==> src/rtl/pitc_cfg.svh <==
`ifndef PITC_CFG_SVH
`define PITC_CFG_SVH

// ----------------------------------------
// Register offsets
// ----------------------------------------
`define PITC_P1_CTL_OFS 8'h10
`define PITC_P2_CTL_OFS 8'h20
`define PITC_P3_CTL_OFS 8'h30
`define PITC_MAP_LO_OFS 8'h0c
`define PITC_MAP_HI_OFS 8'h0d

// ----------------------------------------
// Control field positions
// ----------------------------------------
`define PITC_STORM_BIT 7
`define PITC_DSCP_BIT 6
`define PITC_P1P_BIT 5
`define PITC_PRIO_MSB 4
`define PITC_PRIO_LSB 3
`define PITC_INS_BIT 2
`define PITC_REM_BIT 1
`define PITC_SPLIT_BIT 0

// ----------------------------------------
// Reset values
// ----------------------------------------
`define PITC_CTL_RESET 8'h01
`define PITC_MAP_LO_RESET 8'h50
`define PITC_MAP_HI_RESET 8'hfa

`endif

==> src/rtl/pitc_pkg.sv <==
`default_nettype none
package pitc_pkg;

	// ----------------------------------------
	// Decoded port control
	// ----------------------------------------
	typedef struct packed {
		logic storm_en;
		logic dscp_en;
		logic p1p_en;
		logic [1:0] port_prio;
		logic tag_insert;
		logic tag_remove;
		logic four_queue_split_enable;
	} pitc_ctl_type;

	typedef logic [7:0] pitc_byte_type;

endpackage : pitc_pkg
`default_nettype wire

==> src/rtl/pitc_classifier.sv <==
`default_nettype none
module pitc_classifier (
	// Clock and reset
	input wire logic core_clk_i,
	input wire logic reset_i,
	input wire logic ce_i,
	// Settings
	input wire pitc_pkg::pitc_ctl_type ctl_i,
	input wire logic [15:0] tag_priority_map_field_i,
	// Ingress packet descriptor
	input wire logic ing_valid_i,
	input wire logic ing_broadcast_i,
	input wire logic storm_limit_hit_i,
	input wire logic ing_ipv4_i,
	input wire logic ing_dscp_hit_i,
	input wire logic [1:0] ing_dscp_prio_i,
	input wire logic ing_tagged_i,
	input wire logic [2:0] ing_tag_prio_i,
	// Classification result
	output logic cls_valid_o,
	output logic [1:0] cls_queue_o,
	output logic cls_drop_o
);

	// ----------------------------------------
	// State
	// ----------------------------------------
	typedef struct packed {
		logic valid;
		logic [1:0] queue;
		logic drop;
	} pitc_cls_state_type;

	pitc_cls_state_type state_reg;
	pitc_cls_state_type state_next;

	always_comb begin
		logic use_dscp;
		logic use_p1p;
		logic [1:0] p1p_prio;
		logic [1:0] dscp_prio;
		use_dscp = ctl_i.dscp_en && ing_ipv4_i && ing_dscp_hit_i;
		use_p1p = ctl_i.p1p_en && ing_tagged_i;
		p1p_prio = use_p1p ? tag_priority_map_field_i[{ing_tag_prio_i, 1'b0} +: 2] : 2'h0;
		dscp_prio = use_dscp ? ing_dscp_prio_i : 2'h0;
		state_next.valid = ing_valid_i;
		if (use_dscp || use_p1p) begin
			state_next.queue = p1p_prio | dscp_prio;
		end else begin
			state_next.queue = ctl_i.port_prio;
		end
		state_next.drop = ing_valid_i && ctl_i.storm_en && ing_broadcast_i
			&& storm_limit_hit_i;
	end

	always_ff @(posedge core_clk_i) begin
		if (reset_i) begin
			state_reg <= '0;
		end else if (ce_i) begin
			state_reg <= state_next;
		end
	end

	assign cls_valid_o = state_reg.valid;
	assign cls_queue_o = state_reg.queue;
	assign cls_drop_o = state_reg.drop;

endmodule : pitc_classifier
`default_nettype wire

==> src/rtl/pitc_tag_map.sv <==
`include "pitc_cfg.svh"
`default_nettype none
module pitc_tag_map (
	// Clock and reset
	input wire logic core_clk_i,
	input wire logic reset_i,
	input wire logic ce_i,
	// Register access
	input wire logic [7:0] reg_addr_i,
	input wire logic [7:0] reg_wdata_i,
	input wire logic reg_wr_i,
	// Map contents
	output logic [15:0] tag_priority_map_field_o
);

	// ----------------------------------------
	// State
	// ----------------------------------------
	typedef struct packed {
		pitc_pkg::pitc_byte_type map_lo;
		pitc_pkg::pitc_byte_type map_hi;
	} pitc_map_state_type;

	pitc_map_state_type state_reg;
	pitc_map_state_type state_next;

	always_comb begin
		state_next = state_reg;
		if (reg_wr_i && reg_addr_i == `PITC_MAP_LO_OFS) begin
			state_next.map_lo = reg_wdata_i;
		end
		if (reg_wr_i && reg_addr_i == `PITC_MAP_HI_OFS) begin
			state_next.map_hi = reg_wdata_i;
		end
	end

	always_ff @(posedge core_clk_i) begin
		if (reset_i) begin
			state_reg.map_lo <= `PITC_MAP_LO_RESET;
			state_reg.map_hi <= `PITC_MAP_HI_RESET;
		end else if (ce_i) begin
			state_reg <= state_next;
		end
	end

	assign tag_priority_map_field_o = {state_reg.map_hi, state_reg.map_lo};

endmodule : pitc_tag_map
`default_nettype wire

==> src/rtl/pitc_top.sv <==
`include "pitc_cfg.svh"
`default_nettype none
module pitc_top (
	// Clock and reset
	input wire logic core_clk_i,
	input wire logic reset_i,
	input wire logic ce_i,
	// Register access
	input wire logic [7:0] reg_addr_i,
	input wire logic [7:0] reg_wdata_i,
	input wire logic reg_wr_i,
	input wire logic reg_rd_i,
	output logic [7:0] reg_rdata_o,
	output logic reg_rvalid_o,
	// Two-queue split bits of each port's second control register
	input wire logic [2:0] two_queue_split_i,
	output logic [2:0] split_conflict_o,
	// Ingress descriptors, one slice per port
	input wire logic [2:0] ing_valid_i,
	input wire logic [2:0] ing_broadcast_i,
	input wire logic [2:0] storm_limit_hit_i,
	input wire logic [2:0] ing_ipv4_i,
	input wire logic [2:0] ing_dscp_hit_i,
	input wire logic [5:0] ing_dscp_prio_i,
	input wire logic [2:0] ing_tagged_i,
	input wire logic [8:0] ing_tag_prio_i,
	// Classification results, one slice per port
	output logic [2:0] cls_valid_o,
	output logic [5:0] cls_queue_o,
	output logic [2:0] cls_drop_o,
	// Egress descriptors, one slice per egress port
	input wire logic [2:0] egr_valid_i,
	input wire logic [2:0] egr_rx_tagged_i,
	input wire logic [5:0] egr_src_port_i,
	input wire logic [5:0] egr_queue_i,
	input wire logic [35:0] port_default_vlan_id_i,
	// Egress actions, one slice per egress port
	output logic [2:0] egr_valid_o,
	output logic [2:0] egr_insert_tag_o,
	output logic [2:0] egr_remove_tag_o,
	output logic [35:0] egr_insert_vid_o,
	output logic [5:0] egr_tx_queue_o,
	// Static per-port settings
	output logic [2:0] storm_enable_o,
	output logic [2:0] dscp_enable_o,
	output logic [2:0] p1p_enable_o,
	output logic [5:0] port_priority_o,
	output logic [2:0] tag_insert_enable_o,
	output logic [2:0] tag_remove_enable_o,
	output logic [2:0] four_queue_split_enable_o
);

	// ----------------------------------------
	// State
	// ----------------------------------------
	typedef struct packed {
		pitc_pkg::pitc_byte_type [2:0] ctl;
		logic [7:0] rdata;
		logic rvalid;
		logic [2:0] egr_valid;
		logic [2:0] egr_insert;
		logic [2:0] egr_remove;
		logic [35:0] egr_vid;
		logic [5:0] egr_queue;
	} pitc_top_state_type;

	pitc_top_state_type state_reg;
	pitc_top_state_type state_next;

	logic [15:0] map_field;
	pitc_pkg::pitc_ctl_type [2:0] ctl_dec;

	// ----------------------------------------
	// 802.1p map registers
	// ----------------------------------------
	pitc_tag_map u_tag_map (
		.core_clk_i(core_clk_i),
		.reset_i(reset_i),
		.ce_i(ce_i),
		.reg_addr_i(reg_addr_i),
		.reg_wdata_i(reg_wdata_i),
		.reg_wr_i(reg_wr_i),
		.tag_priority_map_field_o(map_field)
	);

	// ----------------------------------------
	// Per-port decode and classification
	// ----------------------------------------
	genvar p;
	generate
		for (p = 0; p < 3; p = p + 1) begin : g_port
			assign ctl_dec[p].storm_en = state_reg.ctl[p][`PITC_STORM_BIT];
			assign ctl_dec[p].dscp_en = state_reg.ctl[p][`PITC_DSCP_BIT];
			assign ctl_dec[p].p1p_en = state_reg.ctl[p][`PITC_P1P_BIT];
			assign ctl_dec[p].port_prio = state_reg.ctl[p][`PITC_PRIO_MSB:`PITC_PRIO_LSB];
			assign ctl_dec[p].tag_insert = state_reg.ctl[p][`PITC_INS_BIT];
			assign ctl_dec[p].tag_remove = state_reg.ctl[p][`PITC_REM_BIT];
			assign ctl_dec[p].four_queue_split_enable = state_reg.ctl[p][`PITC_SPLIT_BIT];

			pitc_classifier u_cls (
				.core_clk_i(core_clk_i),
				.reset_i(reset_i),
				.ce_i(ce_i),
				.ctl_i(ctl_dec[p]),
				.tag_priority_map_field_i(map_field),
				.ing_valid_i(ing_valid_i[p]),
				.ing_broadcast_i(ing_broadcast_i[p]),
				.storm_limit_hit_i(storm_limit_hit_i[p]),
				.ing_ipv4_i(ing_ipv4_i[p]),
				.ing_dscp_hit_i(ing_dscp_hit_i[p]),
				.ing_dscp_prio_i(ing_dscp_prio_i[2*p +: 2]),
				.ing_tagged_i(ing_tagged_i[p]),
				.ing_tag_prio_i(ing_tag_prio_i[3*p +: 3]),
				.cls_valid_o(cls_valid_o[p]),
				.cls_queue_o(cls_queue_o[2*p +: 2]),
				.cls_drop_o(cls_drop_o[p])
			);

			assign storm_enable_o[p] = ctl_dec[p].storm_en;
			assign dscp_enable_o[p] = ctl_dec[p].dscp_en;
			assign p1p_enable_o[p] = ctl_dec[p].p1p_en;
			assign port_priority_o[2*p +: 2] = ctl_dec[p].port_prio;
			assign tag_insert_enable_o[p] = ctl_dec[p].tag_insert;
			assign tag_remove_enable_o[p] = ctl_dec[p].tag_remove;
			assign four_queue_split_enable_o[p] = ctl_dec[p].four_queue_split_enable;
			// Flags a setting that software must avoid
			assign split_conflict_o[p] = ctl_dec[p].four_queue_split_enable
				&& two_queue_split_i[p];
		end
	endgenerate

	// ----------------------------------------
	// Register writes, reads and egress actions
	// ----------------------------------------
	always_comb begin
		logic [1:0] src;
		src = 2'h0;
		state_next = state_reg;
		if (reg_wr_i) begin
			case (reg_addr_i)
				`PITC_P1_CTL_OFS: state_next.ctl[0] = reg_wdata_i;
				`PITC_P2_CTL_OFS: state_next.ctl[1] = reg_wdata_i;
				`PITC_P3_CTL_OFS: state_next.ctl[2] = reg_wdata_i;
				default: state_next.ctl = state_reg.ctl;
			endcase
		end
		state_next.rvalid = reg_rd_i;
		case (reg_addr_i)
			`PITC_P1_CTL_OFS: state_next.rdata = state_reg.ctl[0];
			`PITC_P2_CTL_OFS: state_next.rdata = state_reg.ctl[1];
			`PITC_P3_CTL_OFS: state_next.rdata = state_reg.ctl[2];
			`PITC_MAP_LO_OFS: state_next.rdata = map_field[7:0];
			`PITC_MAP_HI_OFS: state_next.rdata = map_field[15:8];
			default: state_next.rdata = 8'h00;
		endcase
		if (!reg_rd_i) begin
			state_next.rdata = state_reg.rdata;
		end
		for (int e = 0; e < 3; e++) begin
			src = egr_src_port_i[2*e +: 2];
			state_next.egr_valid[e] = egr_valid_i[e];
			state_next.egr_insert[e] = egr_valid_i[e] && ctl_dec[e].tag_insert
				&& !egr_rx_tagged_i[e];
			state_next.egr_remove[e] = egr_valid_i[e] && ctl_dec[e].tag_remove
				&& egr_rx_tagged_i[e];
			case (src)
				2'h1: state_next.egr_vid[12*e +: 12] = port_default_vlan_id_i[23:12];
				2'h2: state_next.egr_vid[12*e +: 12] = port_default_vlan_id_i[35:24];
				default: state_next.egr_vid[12*e +: 12] = port_default_vlan_id_i[11:0];
			endcase
			state_next.egr_queue[2*e +: 2] = ctl_dec[e].four_queue_split_enable
				? egr_queue_i[2*e +: 2] : 2'h0;
		end
	end

	always_ff @(posedge core_clk_i) begin
		if (reset_i) begin
			state_reg <= '0;
			state_reg.ctl[0] <= `PITC_CTL_RESET;
			state_reg.ctl[1] <= `PITC_CTL_RESET;
			state_reg.ctl[2] <= `PITC_CTL_RESET;
		end else if (ce_i) begin
			state_reg <= state_next;
		end
	end

	// ----------------------------------------
	// Outputs
	// ----------------------------------------
	assign reg_rdata_o = state_reg.rdata;
	assign reg_rvalid_o = state_reg.rvalid;
	assign egr_valid_o = state_reg.egr_valid;
	assign egr_insert_tag_o = state_reg.egr_insert;
	assign egr_remove_tag_o = state_reg.egr_remove;
	assign egr_insert_vid_o = state_reg.egr_vid;
	assign egr_tx_queue_o = state_reg.egr_queue;

endmodule : pitc_top
`default_nettype wire

==> config.mk <==
export PLATFORM = sky130hd
export DESIGN_NAME = pitc_top
export DESIGN_NICKNAME = d
export VERILOG_FILES = /design/src/rtl/pitc_pkg.sv /design/src/rtl/pitc_classifier.sv /design/src/rtl/pitc_tag_map.sv /design/src/rtl/pitc_top.sv
export VERILOG_INCLUDE_DIRS = /design/src /design/src/rtl
export SDC_FILE = /design/constraint.sdc
export NUM_CORES = 1
export LEC_CHECK = 0
export BUFFER_PORTS_ARGS = -buffer_cell sky130_fd_sc_hd__buf_2
export CAP_MARGIN = 5
export CORE_MARGIN = 2
export CORE_UTILIZATION = 50
export CTS_CLUSTER_DIAMETER = 60
export CTS_CLUSTER_SIZE = 16
export DETAILED_ROUTE_END_ITERATION = 16
export GPL_TIMING_DRIVEN = 1
export PLACE_DENSITY = 0.81
export SLEW_MARGIN = 20
export SYNTH_ARGS = -nofsm -noshare
export SYNTH_HDL_FRONTEND = slang
export SYNTH_SLANG_ARGS = --single-unit
==> constraint.sdc <==
create_clock -name core_clk_i -period 2.6 [get_ports core_clk_i]
set_input_delay 0.52 -clock core_clk_i [delete_from_list [all_inputs] [get_ports core_clk_i]]
set_output_delay 0.52 -clock core_clk_i [all_outputs]
set_load 0.02 [all_outputs]
# ---- Yosys cells after proc, flatten, opt, wreduce, memory -nomap -nowiden
# Cells that the tools add are included.
dict set report classes {
  order_cmp 0
  eq_ne 11
  add_sub_neg 0
  reduce_logical 47
  n_shift 3
  div_mod_pow 0
  muxes 16
  n_mul 0
  bitwise 3
}
# op count
set ops {}
lappend ops {{12-bit one-hot mux with 2 select lines} 3}
lappend ops {{16-bit by 5-bit variable part select with 2-bit output} 3}
lappend ops {{8-bit one-hot mux with 5 select lines} 1}
lappend ops {{1-bit logical AND} 35}
lappend ops {{2-bit 2-to-1 mux} 12}
lappend ops {{8-bit by 4-bit == test with 1-bit output, second input constant} 2}
lappend ops {{8-bit by 6-bit == test with 1-bit output, second input constant} 2}
lappend ops {{3-bit AND reduction} 3}
lappend ops {{8-bit by 5-bit == test with 1-bit output, second input constant} 1}
lappend ops {{2-bit by 1-bit == test with 1-bit output, second input constant} 3}
lappend ops {{2-bit == test, second input constant} 3}
lappend ops {{2-bit bitwise OR} 3}
lappend ops {{2-bit AND reduction} 3}
lappend ops {{1-bit zero test} 3}
lappend ops {{1-bit logical OR} 3}
dict set report totals {
  mem_bits_rw 0
  mem_bits_ro 0
  elab_cells 101
  latchBits 0
  in_bits 111
  out_inout_bits 99
  regBits 112
  n_memories 0
}

# ---- Longest topological paths before layout
# Gate-level depths: netlist of run 1.
dict set report depth {
  depth_word 5
  ltp_mapped 7
  depth_no_buf 6
}

# ---- Hierarchy
# From an unflattened synthesis of run 1, not the netlist that was laid out.
dict set report hier_totals {
  cells_unflattened 655
  hier_area_um2 5801.8
}
# mod cells_each area_per_inst_um2 instances seq_area_each_um2
set modules_own_cells {}
lappend modules_own_cells {pitc_top 485 4096.4 1 1681.6}
lappend modules_own_cells {pitc_classifier 34 336.6 3 80.1}
lappend modules_own_cells {pitc_tag_map 68 695.7 1 320.3}

# ---- Least setup slack after synthesis of run 1
# OpenSTA, ideal clock, no wires.
dict set report synth_path {
  path_type {in2reg}
  from {input reg_addr_i[1]}
  to {register state_reg, in the netlist four_queue_split_enable_o[2]}
  path_slack_ns 0.437
  t_arrival_ns 2.043
  cell_stages 5
  setup_time_ns 0.120
  n_path_buf 1
  required_time_ns 2.480
  path_cell_list {or4_4 buf_6 nor4_4 nor2b_1 a211o_1}
}
dict set report synth_between {
  elab_chain_cells 2
}
# item line_no
set synth_rtl {}
lappend synth_rtl {{from (decl)} pitc_top.sv:9} ;# input wire logic [7:0] reg_addr_i,
lappend synth_rtl {{8-bit by 6-bit == test with 1-bit output} pitc_top.sv:140} ;# case (reg_addr_i)
lappend synth_rtl {{3-bit AND reduction (no line)} --}
lappend synth_rtl {{to (signal assigned)} pitc_top.sv:183} ;# state_reg <= state_next;
lappend synth_rtl {{to (decl)} pitc_top.sv:67} ;# pitc_top_state_type state_reg;
# No other way between the ends.
# A chain may end at the register's enable or synchronous reset.

# ---- Final worst setup path of run 1
dict set report layout_path {
  from {input reg_addr_i[0]}
  to {register state_reg, in the netlist four_queue_split_enable_o[2]}
}
# The elaborated chain is that of the path after synthesis.

==> flow_metrics.tcl, run 1 <==
set metrics [dict create \
    coreArea_um2 11320 \
    synth_edf_count 0 \
    max_freq_mhz 538.6 \
    critPathKind "input port to flop" \
    grt-busiest-layer "met2" \
    initial_core_util_pct 50.99 \
    cts_num_sinks 112 \
    synth_fa_ha_area_share_pct 1.300 \
    path_max_fanout 14 \
    cts_tree "yes" \
    gr-usage-met1_pct 34.59 \
    startpoint_type "input port" \
    tightest_slew_ps 670.7 \
    drv_slew 0 \
    track_usage_pct 26.62 \
    drv_cap 0 \
    viasPerCell 5.653 \
    synth_warnings 0 \
    vias 5563 \
    use_met3_pct 5.226 \
    drtPass1Iterations 6 \
    worst_hold_path_type "input port to flop" \
    clock_skew_ps 7.385 \
    pwr_density_cell_nw_per_um2 556.0 \
    cp_slowest_cell "or4_4" \
    ant_nets 0 \
    holdBufCountCts 0 \
    synth_top_family_by_area "multiplexers" \
    cts_buffers 9 \
    fin_cells 984 \
    antenna_found_initial 1 \
    clock_path_buffers 2 \
    portBuffers 209 \
    design_area_um2 7228 \
    fillers 978 \
    syn_nets 773 \
    ctsResizeCount 0 \
    synth_cells 656 \
    crit_path_cell_trace "buf_2 -> or4_4 -> nor4_4 -> buf_4 -> nor2b_1 -> a211o_1" \
    dp_hpwl_um 12530 \
    cp.required_ps 2840 \
    finalHoldViolCount 0 \
    grt_pass1_vias 5074 \
    die_w_um 111.5 \
    fin_setup_tns_ps 0 \
    finalWorstSetupSlack_ps 743.4 \
    place_area_um2 6885 \
    max_stage_delay_ps 590 \
    fin_crit_sh_pct 71.41 \
    cts_root_buffer "clkbuf_16" \
    pin_count 210 \
    dieArea_um2 12420 \
    syn2layout_area_growth_pct 25.21 \
    status "finished clean" \
    syn_avg_cell_area_um2 8.800 \
    htree_levels 3 \
    synth_compound_area_share_pct 15.80 \
    yosysSeqAreaShare_pct 38.84 \
    grt_use_met2_pct 43.21 \
    wire_per_inst_um 17.36 \
    drive_gt1_share_pct 31.67 \
    worstSetupEndpointType "flop" \
    grt_pass1_wl_um 26570 \
    async_reset_ff_share_pct 0 \
    p_leak_nw 3.383 \
    setup_viol 0 \
    layout_common_cells "207 x buf_2, 112 x dfxtp_1, 102 x nor2_1" \
    pre_cts_ws_ps 385.8 \
    place_inst 968 \
    period_needed_ps 1857 \
    layout_commonest_cell "buf_2" \
    overflow 0 \
    clk_pin_slew_ps 70 \
    grt_max_degree 67 \
    synth-simple-area-share_pct 19.05 \
    synth_xor_xnor_area_share_pct 0 \
    dr.first_iter.drc_count 421 \
    synth_area_um2 5773 \
    place.gp.congestion 1.011 \
    nNetsFinal 953 \
    cp.arrival_ps 2100 \
    clk_latency_ps 350 \
    remaining_drc_errors 0 \
    synth.ff_latch_count 112 \
    max_slew_margin_pct 55.28 \
    rows 39 \
    die_y_um 111.5 \
    synth_cell_type_count 44 \
    synthFlopType "dfxtp_1" \
    synth_mux_area_share_pct 19.96 \
    wirelength_um 17090 \
    post_cts_buffers 0 \
    ir_drop_uv 345.1 \
    rsz0062_at_grt "no" \
]
==> worst max-delay path, delay by kind of cell <==
kind	cells	cell delay (ps)
AO/OA/AOI/OAI	1	260
AND/OR/NAND/NOR	3	880
buffers and inverters	2	430
==> logic make-up (layout without fill, tap and decap cells) <==
family                   count (synthesis)  after routing
multiplexers                           106            106
adder cells (fa/ha/maj)                  6              6
other                                    0              1
AO/OA/AOI/OAI                          137            137
buffers and inverters                   69            253
AND/OR/NAND/NOR                        226            226
flip-flops                             112            112
==> power by group <==
group	leakage [nW]	switching, mW	internal (mW)	total [mW]
registers	0.913	0.0304	1.78	1.81
clock network	0.168	0.621	0.946	1.57
logic	2.30	0.392	0.253	0.646
==> Yosys cell counts, types with 3 or more instances <==
cell type	number	area share, %
a32o_1	3	0.52
buf_4	6	0.78
nand2b_1	13	1.4
dfxtp_1	112	39
a211oi_1	5	0.65
inv_1	20	1.3
buf_1	5	0.33
o21ai_0	38	3.3
a22oi_1	41	5.3
nand4b_1	3	0.46
mux2i_1	87	15
or2_2	6	0.65
clkbuf_1	35	2.3
and2_1	5	0.54
ha_1	6	1.3
a311oi_1	9	1.4
a31oi_1	8	0.87
nand3_1	22	1.9
mux4_2	6	2.3
mux2_2	13	2.5
a21oi_1	19	1.6
and4_1	3	0.46
nand4_1	4	0.43
a211o_1	11	1.7
nor2b_1	8	0.87
nand2_1	43	2.8
nor2_1	102	6.6
==> through the flow <==
stage                     hold WS (ps)  power [mW]  utilization [%]
final                            424.2       4.019            63.85
after global placement           452.9       2.474            60.82
after CTS                        413.5       4.045            63.83
after detailed placement         458.7       2.484            60.82
after floorplan                  461.7       2.231                -
after global routing             429.4       4.192            63.85
==> area by class of cell <==
type                       instances  area, um2  share of cell area [%]
antenna                            1      2.502                 0.03462
clock buffer                      13      280.3                   3.877
clock inverter                     2      60.06                  0.8309
inverter                          20      75.07                   1.039
multi-input combinational        475       3246                   44.90
sequential                       112       2242                   31.02
tap                              143      178.9                   2.475
timing repair buffer             218       1144                   15.82
==> final timing paths <==
kind,endpoint,slack (ps),cells past startpoint,start
min reg2reg,reg_rvalid_o,470,2,reg_rvalid_o
max reg2reg,g_port[2].u_cls.cls_queue_o[0],1150,4,u_tag_map.tag_priority_map_field_o[12]
min,g_port[1].u_cls.cls_valid_o,420,3,ing_valid_i[1]
max,four_queue_split_enable_o[2],740,6,reg_addr_i[0]
==> registers in the layout (all words and copies together), names as in the netlist, 6 cells and up <==
| register | count |
|---|---|
| egr_insert_vid_o | 36 |
| g_port.u_cls.cls_queue_o | 6 |
| reg_rdata_o | 8 |
| egr_tx_queue_o | 6 |
| u_tag_map.tag_priority_map_field_o | 16 |
| port_priority_o | 6 |
==> metal layers <==
| metal | vias up | routed length, um |
|---|---|---|
| li1 | 2698 | - |
| met3 | 42 | 1515 |
| met2 | 288 | 8077 |
| met5 | - | 0 |
| met4 | 0 | 540 |
| met1 | 2535 | 6950 |
Note: power is estimated with default switching activity, not from simulation.
==> run 2, diff against run 1 <==
- CORE_UTILIZATION: 50 -> 45
- PLACE_DENSITY: 0.81 -> 0.77
- clock period: 2.6 -> 1.62 ns (I/O delays scaled with it)
==> run 2 against run 1 <==
Compared with the run above: setup slack worse by 620 ps; sequential power is 60% higher; routed wire length grew 6.2%; core utilization shrank 2.6 points; die area is 11% higher; clock power grew 43%; clock skew is 1.2 ps higher; total power rose by 57%; flip-flop and latch count is the same; combinational power rose by 78%; worst hold slack worse by 190 ps; via count grew 3.6%; critical endpoint is now four_queue_split_enable_o[1].
==> flow_metrics.tcl, run 2 (synthesis results as in run 1) <==
set metrics [dict create \
    status "finished clean" \
    whs_ps 236.0 \
    place_area_um2 7408 \
    rsz0062_at_grt "no" \
    remaining_drc_errors 0 \
    cts_num_sinks 112 \
    ant_nets 0 \
    fin_cells 1056 \
    wire_per_inst_um 17.18 \
    ir_drop_uv 494.8 \
    finalHoldViolCount 0 \
    period_needed_ps 1494 \
    cp.arrival_ps 1740 \
    drv_slew 0 \
    cts_root_buffer "clkbuf_16" \
    cts_tree "yes" \
    insertedDiodeCount 0 \
    worst_hold_path_type "input port to flop" \
    gr-usage-met1_pct 33.25 \
    path_max_fanout 9 \
    vias 5763 \
    dr.first_iter.drc_count 332 \
    fin_setup_tns_ps 0 \
    layout_common_cells "207 x buf_2, 112 x dfxtp_1, 102 x nor2_1" \
    overflow 0 \
    clk_pin_slew_ps 70 \
    place_inst 1041 \
    clock_path_buffers 2 \
    pin_count 210 \
    pwr_density_cell_nw_per_um2 818.5 \
    fin_crit_sh_pct 92.21 \
    p_leak_nw 3.616 \
    nNetsFinal 997 \
    design_area_um2 7697 \
    track_usage_pct 26.24 \
    dieArea_um2 13750 \
    initial_core_util_pct 45.93 \
    die_w_um 117.3 \
    layout_commonest_cell "buf_2" \
    use_met3_pct 7.724 \
    syn2layout_area_growth_pct 33.33 \
    startpoint_type "input port" \
    cp.required_ps 1860 \
    grt_max_degree 59 \
    coreArea_um2 12570 \
    largest_reg_flops 36 \
    drive_gt1_share_pct 34.95 \
    htree_levels 3 \
    worstSetupEndpointType "flop" \
    clock_skew_ps 8.555 \
    setup_viol 0 \
    max_slew_margin_pct 69.19 \
    grt-busiest-layer "met2" \
    viasPerCell 5.457 \
    holdBufCountCts 0 \
    ctsResizeCount 0 \
    post_cts_buffers 0 \
    tightest_slew_ps 462.2 \
    place.gp.congestion 0.8993 \
    portBuffers 209 \
    antenna_found_initial 1 \
    fillers 1115 \
    grt_pass1_vias 5244 \
    grt_use_met2_pct 43.03 \
    rows 41 \
    wirelength_um 18140 \
    drtPass1Iterations 5 \
    grt_pass1_wl_um 27570 \
    max_freq_mhz 669.4 \
    die_y_um 117.3 \
    drv_cap 0 \
    clk_latency_ps 350 \
    critPathKind "input port to flop" \
    dp_hpwl_um 13790 \
    cts_buffers 9 \
    fin_total_pwr_mw 6.300 \
]
-- run 2: final timing paths --
check,start,to,slack [ps],cells past startpoint
worst max-delay path,reg_addr_i[7],four_queue_split_enable_o[1],130,6
worst min register to register,egr_tx_queue_o[2],egr_tx_queue_o[2],470,2
worst max register to register,u_tag_map.tag_priority_map_field_o[0],g_port[0].u_cls.cls_queue_o[0],200,4
worst min-delay path,egr_queue_i[2],egr_tx_queue_o[2],240,3
-- run 2: final cells by class --
| type | count | area (um2) | share of cell area (%) |
|---|---|---|---|
| clock buffer | 12 | 246.5 | 3.202 |
| clock inverter | 3 | 42.54 | 0.5527 |
| inverter | 20 | 75.07 | 0.9753 |
| multi-input combinational | 475 | 3252 | 42.25 |
| sequential | 112 | 2242 | 29.13 |
| tap | 172 | 215.2 | 2.796 |
| timing repair buffer | 262 | 1624 | 21.10 |
-- run 2: report_power, final --
| part | leakage, nW | internal [mW] | switching (mW) |
|---|---|---|---|
| Sequential | 0.913 | 2.85 | 0.0504 |
| Combinational | 2.56 | 0.502 | 0.653 |
| Clock | 0.139 | 1.23 | 1.01 |
| Total | 3.62 | 4.59 | 1.71 |
-- run 2: critical path, cell delays in order --
cell	delay (ps)
buf_2	100
or3b_2	550
nor4_4	300
buf_12	180
nor2b_1	50
a211o_1	220
-- run 2: routing by layer --
metal / wire, um / share of wire (%) / vias up
met5: 17 / 0.094 / -
met4: 462 / 2.5 / 2
met3: 1687 / 9.3 / 43
met2: 8242 / 45 / 261
met1: 7731 / 43 / 2671
li1: - / - / 2786
-- run 2: through the flow --
stage | worst slack [ps] | utilization [%]
3_3_place_gp | -197.5 | 58.94
5_1_grt | 83.74 | 61.24
3_5_place_dp | -211.7 | 58.94
4_1_cts | 140.2 | 61.24
2_1_floorplan | -231.8 | -
6_report | 126.2 | 61.24
==> run 3, diff against run 2 <==
- SETUP_SLACK_MARGIN: not set -> 0.15
==> run 3 against run 2 <==
Compared with the run above: via count increased by 0.49%; largest cell class unchanged; final cell count decreased by 0.38%; clock-buffer cell count decreased by 1; register-to-register slack about the same; largest power group unchanged; core utilization increased by 0.26 points; sequential power about the same; total power increased by 0.40%; routed wire length increased by 1.3%.
==> flow_metrics.tcl, run 3 (synthesis results as in run 1) <==
set metrics [dict create \
    r2r_cells 4 \
    utilization_pct 61.50 \
    swShare_pct 27.51 \
    max_slew_margin_pct 64.66 \
    die_w_um 117.3 \
    period_needed_ps 1468 \
    fin_crit_sh_pct 90.61 \
    drtPass1Iterations 5 \
    dieArea_um2 13750 \
    holdBufCountCts 0 \
    syn2layout_area_growth_pct 33.90 \
    drv_slew 0 \
    antenna_found_initial 1 \
    power_frac_seq_pct 45.9 \
    hold_path_depth 3 \
    whs_ps 219.0 \
    grt_use_met2_pct 42.76 \
    track_usage_pct 26.50 \
    cp_slowest_cell "nor4b_4" \
    max_stage_delay_ps 360 \
    largest_reg_flops 36 \
    grt_max_degree 66 \
    cp.required_ps 1860 \
    grt_pass1_wl_um 27950 \
    drv_cap 0 \
    max_freq_mhz 681.2 \
    path_max_fanout 5 \
    worstSetupEndpointType "flop" \
    p_clk_share_pct 35.8 \
    wire_per_inst_um 17.47 \
    ant_nets 0 \
    fin_setup_tns_ps 0 \
    grt_pass1_vias 5468 \
    critPathKind "input port to flop" \
    p_sw_mw 1.740 \
    vias 5791 \
    status "finished clean" \
    dp_hpwl_um 13880 \
    finalHoldViolCount 0 \
    regToRegSetupSlack_ps 190 \
    layout_common_cells "208 x buf_2, 106 x dfxtp_1, 102 x nor2_1" \
    drive_gt1_share_pct 35.61 \
    startpoint_type "input port" \
    p_leak_nw 3.609 \
    reg2reg_from "u_tag_map.tag_priority_map_field_o[1]" \
    ir_drop_uv 544.2 \
    cts_buffers 9 \
    place.gp.congestion 0.8895 \
    p_int_mw 4.585 \
    clk_pin_slew_ps 70 \
    remaining_drc_errors 0 \
    clk_latency_ps 350 \
    wirelength_um 18380 \
    layout_commonest_cell "buf_2" \
    cp.arrival_ps 1710 \
    coreArea_um2 12570 \
    overflow 0 \
    tightest_slew_ps 530.1 \
    clock_skew_ps 6.940 \
    use_met3_pct 7.621 \
    dr.first_iter.drc_count 361 \
    pwr_density_cell_nw_per_um2 818.3 \
    setup_viol 0 \
    rows 41 \
    crit_path_cell_trace "buf_2 -> buf_4 -> nand4bb_4 -> nor4b_4 -> buf_2 -> mux2i_1 -> nor2_1" \
    r2r-end "g_port[2].u_cls.cls_queue_o[1]" \
    nNetsFinal 991 \
    initial_core_util_pct 45.93 \
    cts_root_buffer "clkbuf_16" \
    hold_end "g_port[2].u_cls.cls_valid_o" \
    hp-start "ing_valid_i[2]" \
    cts_tree "yes" \
    fin_total_pwr_mw 6.325 \
    rsz0062_at_grt "yes" \
    pin_count 210 \
    worst_hold_path_type "input port to flop" \
    grt-busiest-layer "met2" \
    gr-usage-met1_pct 33.21 \
    die_y_um 117.3 \
    comb_power_share_pct 18.3 \
    htree_levels 3 \
    cp_common_cell "buf_2" \
    portBuffers 209 \
    cts_num_sinks 112 \
    clock_path_buffers 2 \
    viasPerCell 5.505 \
]
## run 3: how the worst max path moves through the flow
stage,cells after the start,from,slack [ps],endpoint
2_1_floorplan,5,reg_addr_i[1],-230,four_queue_split_enable_o[2]
3_3_place_gp,6,reg_addr_i[7],-190,four_queue_split_enable_o[2]
3_5_place_dp,6,reg_addr_i[7],-220,dscp_enable_o[1]
4_1_cts,6,reg_addr_i[7],160,dscp_enable_o[1]
5_1_grt,7,reg_addr_i[5],100,u_tag_map.tag_priority_map_field_o[7]
6_report,7,reg_addr_i[1],150,u_tag_map.tag_priority_map_field_o[7]
## run 3: per-layer routing
layer | wire length, um | up-vias
met5 | 0 | -
met4 | 515 | 0
met3 | 1861 | 38
met2 | 8359 | 297
met1 | 7642 | 2669
li1 | - | 2787
## run 3: timing repair
action                                  4_1_cts  5_1_grt
endpoints found under the setup margin        0       24
resized for setup                             0       14
buffers inserted                              0        1
## run 3: stage by stage
step	instances	setup slack, ps	instance area [um2]
after global routing	1051	101.6	7727
final	1052	152.1	7730
after CTS	1049	157.6	7671
after global placement	1033	-191.1	7372
after detailed placement	1033	-219.3	7372
after floorplan	656	-231.8	5881
## run 3: layout make-up
class | instances | area, um2
Timing Repair Buffer | 256 | 1584
Fill cell | 1094 | 4838
Clock inverter | 5 | 56.30
Antenna cell | 1 | 2.502
Clock buffer | 11 | 242.7
Sequential cell | 112 | 2250
Inverter | 20 | 75.07
Multi-Input combinational cell | 475 | 3304
Tap cell | 172 | 215.2
## run 3: power groups by stage
| stage | registers (mW) | clock network [mW] | logic [mW] |
|---|---|---|---|
| CTS | 2.90 | 2.32 | 1.15 |
| global route | 2.91 | 2.45 | 1.26 |
| finish | 2.90 | 2.26 | 1.16 |
| detailed placement | 2.96 | 0 | 1.14 |
| global placement | 2.96 | 0 | 1.13 |
| floorplan | 3.07 | 0 | 0.525 |
## run 3: worst max-delay path, delay by kind of cell
kind / cells / cell delay [ps]
mux: 1 / 240
buf+inv: 3 / 500
simple gates: 3 / 620
